--- src/core/dee_map.svh ---
// Register offsets, field positions, reset values and timing counts for the data EEPROM controller
`ifndef DEE_MAP_SVH
`define DEE_MAP_SVH

`define DEE_CSR_OFFSET     8'h30
`define DEE_CSR_RESET      8'h00
`define DEE_BIT_PGM        0
`define DEE_BIT_LAT        1
`define DEE_ERASE_TIME_US  2000
`define DEE_PROG_TIME_US   2000
`define DEE_CLK_MHZ        40
`define DEE_ERASE_CYCLES   (`DEE_ERASE_TIME_US * `DEE_CLK_MHZ)
`define DEE_PROG_CYCLES    (`DEE_PROG_TIME_US * `DEE_CLK_MHZ)

`endif

--- src/core/dee_pkg.sv ---
// Types shared by the data EEPROM controller
package dee_pkg;

  typedef enum logic [3:0] {
    DEE_IDLE  = 4'b0001,
    DEE_ERASE = 4'b0010,
    DEE_PROG  = 4'b0100,
    DEE_DONE  = 4'b1000
  } dee_state_t;

endpackage

--- src/core/dee_ctrl.sv ---
// Data EEPROM access and programming controller
//
// The plain strobed port was decided locally.
`timescale 1ns/1ps
`include "dee_map.svh"

module dee_ctrl
  import dee_pkg::*;
#(
  parameter int unsigned NUM_BYTES    = 32,
  parameter int unsigned ADDR_W       = 7,
  parameter int unsigned ERASE_CYCLES = `DEE_ERASE_CYCLES,
  parameter int unsigned PROG_CYCLES  = `DEE_PROG_CYCLES
) (
  // Clock and reset
  input  wire logic                   clk_i,
  input  wire logic                   rst_n_i,
  // Register port
  input  wire logic [7:0]             reg_addr_i,
  input  wire logic [7:0]             reg_wdata_i,
  input  wire logic                   reg_we_i,
  input  wire logic                   reg_re_i,
  output logic      [7:0]             reg_rdata_o,
  // EEPROM area CPU access
  input  wire logic [ADDR_W-1:0]      mem_addr_i,
  input  wire logic [7:0]             mem_wdata_i,
  input  wire logic                   mem_we_i,
  input  wire logic                   mem_re_i,
  output logic      [7:0]             mem_rdata_o,
  output logic                        mem_rdata_oe_o,
  // Power modes and protection
  input  wire logic                   wait_req_i,
  input  wire logic                   halt_req_i,
  input  wire logic                   readout_protect_option_i,
  input  wire logic                   protect_remove_i,
  output logic                        wait_ack_o,
  output logic                        busy_o,
  output logic                        mass_erase_o,
  // Array side
  output logic      [ADDR_W-6:0]      arr_row_o,
  output logic      [NUM_BYTES*8-1:0] arr_wdata_o,
  output logic      [NUM_BYTES-1:0]   arr_wmask_o,
  output logic                        arr_erase_o,
  output logic                        arr_prog_o,
  output logic      [ADDR_W-1:0]      arr_raddr_o,
  input  wire logic [7:0]             arr_rdata_i
);

  localparam int unsigned IDX_W = 5;
  localparam int unsigned ROW_W = ADDR_W - IDX_W;
  localparam int unsigned CNT_W = 24;

  // ----------------------------------------------------------------
  // Pin synchronisers
  // ----------------------------------------------------------------
  logic [3:0] sync1_q;
  logic [3:0] sync2_q;
  always_ff @(posedge clk_i) begin
    if (!rst_n_i) begin
      sync1_q <= 4'h0;
      sync2_q <= 4'h0;
    end else begin
      sync1_q <= {protect_remove_i, readout_protect_option_i, halt_req_i, wait_req_i};
      sync2_q <= sync1_q;
    end
  end
  wire wait_s   = sync2_q[0];
  wire halt_s   = sync2_q[1];
  wire prot_s   = sync2_q[2];
  wire remove_s = sync2_q[3];

  // ----------------------------------------------------------------
  // Control state
  // ----------------------------------------------------------------
  dee_state_t        state_q;
  dee_state_t        state_d;
  logic              lat_q;
  logic              pgm_q;
  logic [ROW_W-1:0]  row_q;
  logic [CNT_W-1:0]  cnt_q;
  logic [CNT_W-1:0]  cnt_d;
  logic              remove_q;
  logic              mass_q;
  logic              wait_q;

  wire csr_sel   = (reg_addr_i == `DEE_CSR_OFFSET);
  wire csr_wr    = reg_we_i && csr_sel;
  wire csr_rd    = reg_re_i && csr_sel;
  wire wr_lat    = reg_wdata_i[`DEE_BIT_LAT];
  wire wr_pgm    = reg_wdata_i[`DEE_BIT_PGM];
  wire idle      = (state_q == DEE_IDLE);
  wire cyc_end   = (state_q == DEE_DONE);
  wire stop      = halt_s;
  wire frozen    = wait_q || halt_s;
  wire start     = idle && !frozen && csr_wr && wr_pgm && lat_q && !pgm_q && !prot_s;
  // Clear of mode only honoured while no cycle pending
  wire lat_clr   = csr_wr && !wr_lat && !pgm_q;
  wire lat_fall  = lat_q && (lat_clr || cyc_end || stop);
  wire latch_wr  = mem_we_i && lat_q && !pgm_q && !prot_s;
  wire lat_clear = cyc_end || lat_fall;
  wire rm_rise   = remove_s && !remove_q;

  // ----------------------------------------------------------------
  // Sequencer
  // ----------------------------------------------------------------
  always_comb begin
    state_d = state_q;
    cnt_d   = cnt_q;
    unique case (state_q)
      DEE_IDLE: begin
        if (start) begin
          state_d = DEE_ERASE;
          cnt_d   = CNT_W'(ERASE_CYCLES - 1);
        end
      end
      DEE_ERASE: begin
        if (cnt_q == '0) begin
          state_d = DEE_PROG;
          cnt_d   = CNT_W'(PROG_CYCLES - 1);
        end else begin
          cnt_d = cnt_q - 1'b1;
        end
      end
      DEE_PROG: begin
        if (cnt_q == '0) begin
          state_d = DEE_DONE;
        end else begin
          cnt_d = cnt_q - 1'b1;
        end
      end
      DEE_DONE: begin
        state_d = DEE_IDLE;
      end
    endcase
    if (stop) begin
      state_d = DEE_IDLE;
      cnt_d   = '0;
    end
  end

  always_ff @(posedge clk_i) begin
    if (!rst_n_i) begin
      state_q <= DEE_IDLE;
      cnt_q   <= '0;
    end else begin
      state_q <= state_d;
      cnt_q   <= cnt_d;
    end
  end

  // ----------------------------------------------------------------
  // Control/status bits
  // ----------------------------------------------------------------
  always_ff @(posedge clk_i) begin
    if (!rst_n_i) begin
      lat_q <= 1'b0;
      pgm_q <= 1'b0;
    end else if (cyc_end || stop) begin
      lat_q <= 1'b0;
      pgm_q <= 1'b0;
    end else if (csr_wr) begin
      if (start) begin
        pgm_q <= 1'b1;
      end else if (!wr_pgm && pgm_q) begin
        pgm_q <= 1'b0;
      end
      if (wr_lat && !pgm_q) begin
        lat_q <= 1'b1;
      end else if (lat_clr) begin
        lat_q <= 1'b0;
      end
    end
  end

  // Row follows the last latched write
  always_ff @(posedge clk_i) begin
    if (!rst_n_i) begin
      row_q <= '0;
    end else if (latch_wr) begin
      row_q <= mem_addr_i[ADDR_W-1:IDX_W];
    end
  end

  // ----------------------------------------------------------------
  // Wait handling and protection removal
  // ----------------------------------------------------------------
  always_ff @(posedge clk_i) begin
    if (!rst_n_i) begin
      wait_q   <= 1'b0;
      remove_q <= 1'b0;
      mass_q   <= 1'b0;
    end else begin
      // Running cycle finishes before wait is entered
      wait_q   <= wait_s && (idle || cyc_end) && !(start);
      remove_q <= remove_s;
      mass_q   <= rm_rise && prot_s;
    end
  end

  // ----------------------------------------------------------------
  // Latches
  // ----------------------------------------------------------------
  logic [NUM_BYTES*8-1:0] lat_data;
  logic [NUM_BYTES-1:0]   lat_used;

  dee_latches #(
    .NUM_BYTES (NUM_BYTES),
    .IDX_W     (IDX_W)
  ) u_latches (
    .clk_i      (clk_i),
    .rst_n_i    (rst_n_i),
    .clear_i    (lat_clear),
    .wr_i       (latch_wr),
    .idx_i      (mem_addr_i[IDX_W-1:0]),
    .data_i     (mem_wdata_i),
    .row_data_o (lat_data),
    .row_used_o (lat_used)
  );

  // ----------------------------------------------------------------
  // Outputs
  // ----------------------------------------------------------------
  // Latch contents only ever reach the array, never a read path
  wire       rd_ok  = mem_re_i && !lat_q && !prot_s && !wait_q;
  wire [7:0] csr_rv = {6'b00_0000, lat_q, pgm_q};

  always_ff @(posedge clk_i) begin
    if (!rst_n_i) begin
      reg_rdata_o    <= 8'h00;
      mem_rdata_o    <= 8'h00;
      mem_rdata_oe_o <= 1'b0;
      arr_raddr_o    <= '0;
      arr_row_o      <= '0;
      arr_wdata_o    <= '0;
      arr_wmask_o    <= '0;
      arr_erase_o    <= 1'b0;
      arr_prog_o     <= 1'b0;
      busy_o         <= 1'b0;
      wait_ack_o     <= 1'b0;
      mass_erase_o   <= 1'b0;
    end else begin
      reg_rdata_o    <= csr_rd ? csr_rv : 8'h00;
      mem_rdata_o    <= rd_ok ? arr_rdata_i : 8'h00;
      mem_rdata_oe_o <= rd_ok;
      arr_raddr_o    <= mem_addr_i;
      arr_row_o      <= row_q;
      arr_wdata_o    <= lat_data;
      arr_wmask_o    <= lat_used;
      arr_erase_o    <= (state_d == DEE_ERASE);
      arr_prog_o     <= (state_d == DEE_PROG);
      busy_o         <= !(state_d == DEE_IDLE);
      wait_ack_o     <= wait_q;
      mass_erase_o   <= mass_q;
    end
  end

endmodule

--- src/core/dee_latches.sv ---
// Row data latches with AND-merge on rewrite
`timescale 1ns/1ps

module dee_latches #(
  parameter int unsigned NUM_BYTES = 32,
  parameter int unsigned IDX_W     = 5
) (
  // Clock and reset
  input  wire logic                      clk_i,
  input  wire logic                      rst_n_i,
  // Control
  input  wire logic                      clear_i,
  input  wire logic                      wr_i,
  input  wire logic [IDX_W-1:0]          idx_i,
  input  wire logic [7:0]                data_i,
  // Latched contents to the array only
  output logic      [NUM_BYTES*8-1:0]    row_data_o,
  output logic      [NUM_BYTES-1:0]      row_used_o
);

  logic [7:0] byte_q [NUM_BYTES];
  logic       used_q [NUM_BYTES];

  genvar g;
  generate
    for (g = 0; g < NUM_BYTES; g++) begin : g_byte
      wire hit = wr_i && (idx_i == IDX_W'(g));
      wire [7:0] merged = used_q[g] ? (byte_q[g] & data_i) : data_i;
      always_ff @(posedge clk_i) begin
        if (!rst_n_i || clear_i) begin
          byte_q[g] <= 8'hFF;
          used_q[g] <= 1'b0;
        end else if (hit) begin
          byte_q[g] <= merged;
          used_q[g] <= 1'b1;
        end
      end
      assign row_data_o[g*8 +: 8] = byte_q[g];
      assign row_used_o[g]        = used_q[g];
    end
  endgenerate

endmodule

--- config.mk ---
export PLATFORM = sky130hd
export DESIGN_NAME = dee_ctrl
export DESIGN_NICKNAME = d
export VERILOG_FILES = /design/src/core/dee_pkg.sv /design/src/core/dee_ctrl.sv /design/src/core/dee_latches.sv
export VERILOG_INCLUDE_DIRS = /design/src /design/src/core
export SDC_FILE = /design/constraint.sdc
export NUM_CORES = 1
export LEC_CHECK = 0
export BUFFER_PORTS_ARGS = -buffer_cell sky130_fd_sc_hd__buf_2
export CAP_MARGIN = 40
export CELL_PAD_IN_SITES_DETAIL_PLACEMENT = 2
export CELL_PAD_IN_SITES_GLOBAL_PLACEMENT = 2
export CORE_ASPECT_RATIO = 1.5
export CORE_MARGIN = 4
export CORE_UTILIZATION = 39
export CTS_BUF_LIST = sky130_fd_sc_hd__clkbuf_4 sky130_fd_sc_hd__clkbuf_8
export DETAILED_ROUTE_END_ITERATION = 7
export PLACE_DENSITY = 0.88
export SYNTH_ARGS = -nofsm -noshare
export SYNTH_HDL_FRONTEND = slang
export SYNTH_SLANG_ARGS = --single-unit
export TNS_END_PERCENT = 100
--- constraint.sdc ---
create_clock -name clk_i -period 2.7 [get_ports clk_i]
set_input_delay 0.27 -clock clk_i [delete_from_list [all_inputs] [get_ports clk_i]]
set_output_delay 0.27 -clock clk_i [all_outputs]
set_load 0.01 [all_outputs]
==> impl_metrics.csv, run 1 <==
group,metric,value,unit
status,status,"finished with violations",
status,violations,"setup timing",
synth,synthFlopType,"dfxtp_1",
sta,finalHoldViolCount,0,
clock_tree,clkSinkCount,644,
critical_path,crit_fanout,38,
critical_path,slowest_delay,580,ps
global_routing,grt.overflow.total,0,
synth,synthTopCellsByArea,"edfxtp_1 38%, dfxtp_1 32%, and2_1 8.9%",
synth,synth_cell_type_count,58,
critical_path,critPathBufInv,1,
clock_tree,post-cts-setup-buffer-count,0,
clock_tree,clkTransAtPathRegs,70,ps
clock_tree,htree_levels,3,
sta,timing.fmax,366.3,MHz
placement,dpl.hpwl,53.41,mm
sta,fin_crit,2730,ps
global_routing,grt_max_degree,309,
global_routing,grtUsageMet3,5.780,%
synth,yosysTopAreaCellShare,38.40,%
synth,async_reset_ff_share,0,%
floorplanning,initial_core_util,39.45,%
clock_tree,numCtsBuffers,96,
sta,max_slew.worst_pin.slew,1169,ps
global_routing,grt_pass1_vias,19740,
min_path,min_from,"reg_re_i",
cells_and_area,drive_gt1_share,26.99,%
power,peakVddDrop,391.0,uV
critical_path,cp_cell_sequence,"nor4b_2 > nand4_1 > o21a_1 > buf_4 > or4_1 > a21oi_1",
global_routing,top_usage_layer,"met2",
floorplanning,die_h,301.8,um
placement,place_congestion,0.7862,
global_routing,grt_antenna_before_repair,5,
critical_path,cp_slowest_cell,"or4_1",
routing,first_iter_violations,1195,
clock_tree,root_buffer,"clkbuf_8",
min_path,hold_class,"in2reg",
sta,rsz0062_at_grt,"true",
placement,dp_worst_setup_slack,-80.64,ps
routing,vias,17200,
synth,synth_top_area_cell,"edfxtp_1",
critical_path,crit_path_end_kind,"register",
global_routing,met2_usage,55.27,%
sta,worst_slack,-29.76,ps
power,total_power,21070,uW
sta,skew,45.23,ps
clock_tree,cts_tree,"yes",
clock_tree,cts_max_path_buffers,3,
synth,ys_warn_count,0,
global_routing,grt_use_total,29.77,%
routing,ant_nets,0,
clock_tree,clk_latency,750,ps
critical_path,reg2reg_slack,-30,ps
synth,yosys_register_bits,644,
critical_path,cp-start-kind,"register",
placement,portBuffers,355,
synth,synth_edf_count,287,
critical_path,reg2regPathDepth,6,
cells_and_area,final_cell_mix,"357 x dfxtp_1, 357 x buf_2, 319 x and2_1",
power,power.density,756.8,nW/um2
synth,synth_area,22450,um2
critical_path,critPathCapture,"cnt_q[9]",
critical_path,r2r_end,"cnt_q[9]",
cells_and_area,synthToLayoutAreaGrowth,24.04,%
critical_path,critPathKind,"reg2reg",
critical_path,crit_start,"state_q[0]",
critical_path,crit_family,"simple AND/OR/NAND/NOR gates",
critical_path,worst-path-stages,6,
sta,slew_headroom,22.05,%
sta,final-max-slew-violation-count,0,
flow_run,cap_violations,0,
routing,viasPerCell,5.386,
critical_path,cp.arrival,3360,ps
synth,synth_seq_area_share,70.24,%
power,p_leak,0.009806,uW
sta,fin_setup_tns,-50.26,ps
routing,dr.pass1.iters,5,
synth,synth_area_per_cell,11.92,um2
synth,synth_cells,1883,
sta,period_share,101.1,%
floorplanning,ios,368,
routing,post-route-drc-count,0,
floorplanning,dieArea,61530,um2
floorplanning,fp.dieW,203.9,um
routing,wirelength,94.20,mm
floorplanning,std_cell_rows,107,
critical_path,reg2reg_from,"state_q[0]",
critical_path,cp.required,3330,ps
cells_and_area,layout.nets,2394,
floorplanning,core,56900,um2
global_routing,grt_pass1_wl,136.7,mm
routing,avgRoutedWirePerCell,29.50,um
sta,setup_viol,3,
global_routing,grt_use_met1,31.77,%
-- cells in the mapped netlist (3+ instances only) --
library cell,n
buf_4,6
nand4_1,7
nand3b_1,7
nor2_1,16
nand2b_1,4
nand2_1,275
edfxtp_1,287
or2_2,4
mux2i_1,9
nor3_1,10
o31ai_1,12
or3_1,12
or4_1,14
o21ai_1,3
nand3_1,15
buf_2,8
dfxtp_1,357
nor2b_1,10
nor4_1,8
a21oi_1,12
nor4b_1,5
inv_1,37
a31oi_1,10
o21ai_0,292
and2_1,319
nor3_2,29
clkbuf_1,74
-- kinds of logic after synthesis --
family,Yosys count,synth area share (%)
compound gates,342,8.038
xor+xnor,1,0.03903
fa+ha+maj,2,0.1115
other cells,1,0.01671
simple gates,755,18.71
mux,9,0.4014
flops,644,70.24
buf+inv,129,2.442
-- per-layer routing --
metal  vias to the layer above  part of all wire, %
li1                       7399                    -
met1                      8844                   36
met2                       695                   53
met3                       259                  5.5
met4                         2                  5.6
met5                         -                0.014
-- state kept, by name, indices dropped and copies added (netlist names), 2 cells and up --
signal / flops
arr_raddr_o: 7
arr_row_o: 2
arr_wdata_o: 256
arr_wmask_o: 32
cnt_q: 24
mem_rdata_o: 8
reg_rdata_o: 2
row_q: 2
state_q: 4
sync1_q: 4
sync2_q: 4
u_latches.byte_q: 256
u_latches.used_q: 32
-- through the flow --
stage / instance area, um2 / hold slack [ps] / cells / utilization [%]
3_3_place_gp: 25350 / 415.6 / 2980 / 44.55
5_1_grt: 27840 / 25.61 / 3192 / 48.93
6_report: 27840 / 48.37 / 3193 / 48.93
2_1_floorplan: 22460 / 391.7 / 1888 / -
3_5_place_dp: 25390 / 440.2 / 2984 / 44.62
4_1_cts: 27800 / 3.384 / 3190 / 48.85
-- worst min path at each step --
| stage | depth (start not counted) | end |
|---|---|---|
| after floorplan | 1 | arr_raddr_o[0] |
| after global placement | 1 | sync2_q[0] |
| after detailed placement | 1 | sync2_q[1] |
| after CTS | 3 | reg_rdata_o[0] |
| after global routing | 3 | reg_rdata_o[0] |
| final | 3 | reg_rdata_o[0] |
-- worst register-to-register path: stages (launching register included) --
cell and delay [ps]:
dfxtp_1 500, nor4b_2 530, nand4_1 320, o21a_1 270, buf_4 250, or4_1 600
a21oi_1 190
-- report_power, final --
group          switching, uW  internal [uW]
sequential               139          10400
combinational            912            436
clock                   4350           4810
-- area by class of cell --
class                   instances  area, um2
fillers                      5622      29060
flip-flops and latches        644      15770
multi-input cells            1115       6223
repair buffers                448       2591
clock buffers                 152       1904
well taps                     763      954.7
clock inverters                30      251.5
inverters                      38      142.6
diodes                          3      7.507
-- repair_timing --
item,4_1_cts,5_1_grt
resized for setup,2,6
pin swaps,0,1
hold endpoints to repair,26,0
hold buffers,24,0
setup endpoints to repair,12,254
Power figures use the tool's default switching activity.
==> run 2: changes to the inputs <==
ABC_AREA = 1   (was default)
CORE_UTILIZATION = 37   (was 39)
MAX_ROUTING_LAYER = met4   (was default)
==> impl_metrics.csv, run 2 <==
group,metric,value,unit
status,status,"completed",
critical_path,crit_fanout,16,
floorplanning,die_h,317.6,um
synth,synth_area_per_cell,9.881,um2
sta,final-max-slew-violation-count,0,
cells_and_area,layout.nets,2878,
sta,slew_headroom,26.13,%
sta,setup_viol,0,
clock_tree,cts-resized-gates,0,
synth,synthSimpleGateAreaFrac,18.71,%
critical_path,cp.arrival,2820,ps
synth,synth_area,23640,um2
critical_path,cp-start-kind,"register",
synth,synthTopCellsByArea,"edfxtp_1 36%, dfxtp_1 30%, nand2_1 11%",
critical_path,cp_slowest_cell,"nor2_4",
placement,dpl.hpwl,58.63,mm
placement,place_inst,3501,
power,p_sw,5186,uW
power,p_sw_share,24.87,%
clock_tree,cts_tree,"yes",
synth,synth_fa_ha_area_share,0.1059,%
power,power.density,724.8,nW/um2
routing,ant_nets,0,
synth,synth_common_cells,"695 x nand2_1, 404 x inv_1, 357 x dfxtp_1, 287 x edfxtp_1, 263 x o21ai_0",
placement,portBuffers,355,
floorplanning,dieArea,68070,um2
synth,synth_cell_type_count,40,
power,seqPwrFrac,50.4,%
sta,timing.fmax,407.8,MHz
clock_tree,hold_buffers,32,
synth,synth_seq_area_share,66.70,%
min_path,hold_class,"in2reg",
global_routing,grt_pass1_wl,133.9,mm
synth,synth_xor_area_share,0.1112,%
cells_and_area,instances_no_fill,3716,
synth,ys_warn_count,0,
sta,rsz0062_at_grt,"false",
floorplanning,fp.dieW,214.4,um
global_routing,grt_antenna_before_repair,3,
routing,dr.pass1.iters,5,
clock_tree,clk_latency,730,ps
synth,synth_top_area_cell,"edfxtp_1",
clock_tree,cts_max_path_buffers,3,
cells_and_area,reg.largest.list,"arr_wdata_o: 256 flops, u_latches.byte_q: 256 flops",
global_routing,grt_use_total,26.29,%
synth,yosysTopAreaCellShare,36.46,%
global_routing,grt.overflow.total,0,
sta,fin_setup_tns,0,ps
sta,finalHoldViolCount,0,
synth,async_reset_ff_share,0,%
placement,place_congestion,0.8576,
synth,yosys_register_bits,644,
cells_and_area,final_cell_mix,"695 x nand2_1, 404 x inv_1, 357 x dfxtp_1",
routing,wirelength,89.14,mm
floorplanning,initial_core_util,37.32,%
clock_tree,htree_levels,3,
global_routing,grt_pass1_vias,21140,
sta,period_share,90.83,%
routing,post-route-drc-count,0,
power,p_int,15670,uW
critical_path,slowest_delay,510,ps
cells_and_area,synthToLayoutAreaGrowth,21.76,%
cells_and_area,final_common_cell,"nand2_1",
routing,viasPerCell,4.950,
floorplanning,core,63340,um2
synth,synth_top_family_by_area,"simple AND/OR/NAND/NOR gates",
power,peakVddDrop,338.5,uV
synth,synth_most_common_cell,"nand2_1",
cells_and_area,drive_gt1_share,23.69,%
clock_tree,numCtsBuffers,97,
synth,synth_edf_count,287,
synth,synth_cells,2392,
clock_tree,clkTransAtPathRegs,60,ps
power,p_leak,0.01283,uW
synth,synthFlopType,"dfxtp_1",
routing,vias,18400,
synth,synth_compound_area_share,6.125,%
critical_path,cp.required,3070,ps
power,clockPowerShare,43.3,%
critical_path,cp_cell_sequence,"inv_2 > nor2_4 > nand3_4 > nor2_4 > nand2_1 > nand2_1",
synth,synth_mux_area_share,0,%
sta,skew,37.44,ps
power,combPwrFrac,6.3,%
sta,fin_crit,2452,ps
global_routing,grt_max_degree,194,
clock_tree,root_buffer,"clkbuf_8",
critical_path,critPathKind,"reg2reg",
sta,hold_ws,222.0,ps
placement,place_area,26310,um2
sta,max_slew.worst_pin.slew,1108,ps
floorplanning,std_cell_rows,113,
cells_and_area,stdcell_area,28780,um2
clock_tree,post-cts-setup-buffer-count,0,
flow_run,cap_violations,0,
cells_and_area,fin_util,45.43,%
routing,first_iter_violations,1131,
routing,avgRoutedWirePerCell,23.99,um
clock_tree,clkSinkCount,644,
floorplanning,ios,368,
critical_path,crit_path_end_kind,"register",
## run 2: power by group through the flow
stage,Combinational [uW],Clock (uW),Sequential [uW]
floorplan,491,0,10800
global placement,1160,0,10700
detailed placement,1240,0,10700
CTS,1310,9170,10500
global route,1410,9660,10500
finish,1310,9030,10500
## run 2: area by class of cell
class	instances	area, um2
inverter	418	1577
clock buffer	150	1821
antenna	2	5.005
timing repair buffer	407	2340
multi-input combinational	1259	5943
clock inverter	31	321.6
sequential	644	15770
tap	805	1007
fill	6704	34560
## run 2: through the flow
stage,power (uW),worst slack [ps]
3_5_place_dp,11970,296.0
2_1_floorplan,11300,956.4
5_1_grt,21600,155.9
3_3_place_gp,11870,420.1
4_1_cts,20990,254.8
6_report,20860,247.7
## run 2: layer usage
metal / track usage [%] / routed length (um) / vias up
met3: 4.651 / 4036 / 198
met5: - / 0 / -
met4: 11.00 / 3812 / 0
li1: - / - / 8314
met1: 26.51 / 32530 / 9310
met2: 49.68 / 48770 / 574
## run 2: path summary, 6_finish.rpt
| check | start | end | slack [ps] | cells past startpoint |
|---|---|---|---|---|
| worst max register to register | lat_q | u_latches.byte_q[1][93] | 250 | 6 |
| worst min register to register | sync1_q[1] | sync2_q[1] | 410 | 2 |
| worst min-delay path | reg_addr_i[4] | wait_q | 220 | 6 |
| worst max-delay path | lat_q | u_latches.byte_q[1][93] | 250 | 6 |
## run 2: worst max-delay path: cells and delay by family, from the launching register on
| kind | cells | cell delay, ps |
|---|---|---|
| DFF | 1 | 420 |
| and+or+nand+nor | 5 | 1570 |
| buffers and inverters | 1 | 100 |
## run 2: cell families after synthesis
family	Yosys count
flip-flops	644
AND/OR/NAND/NOR	964
buffers and inverters	494
other	1
adder cells (fa/ha/maj)	2
XOR/XNOR	3
AO/OA/AOI/OAI	284
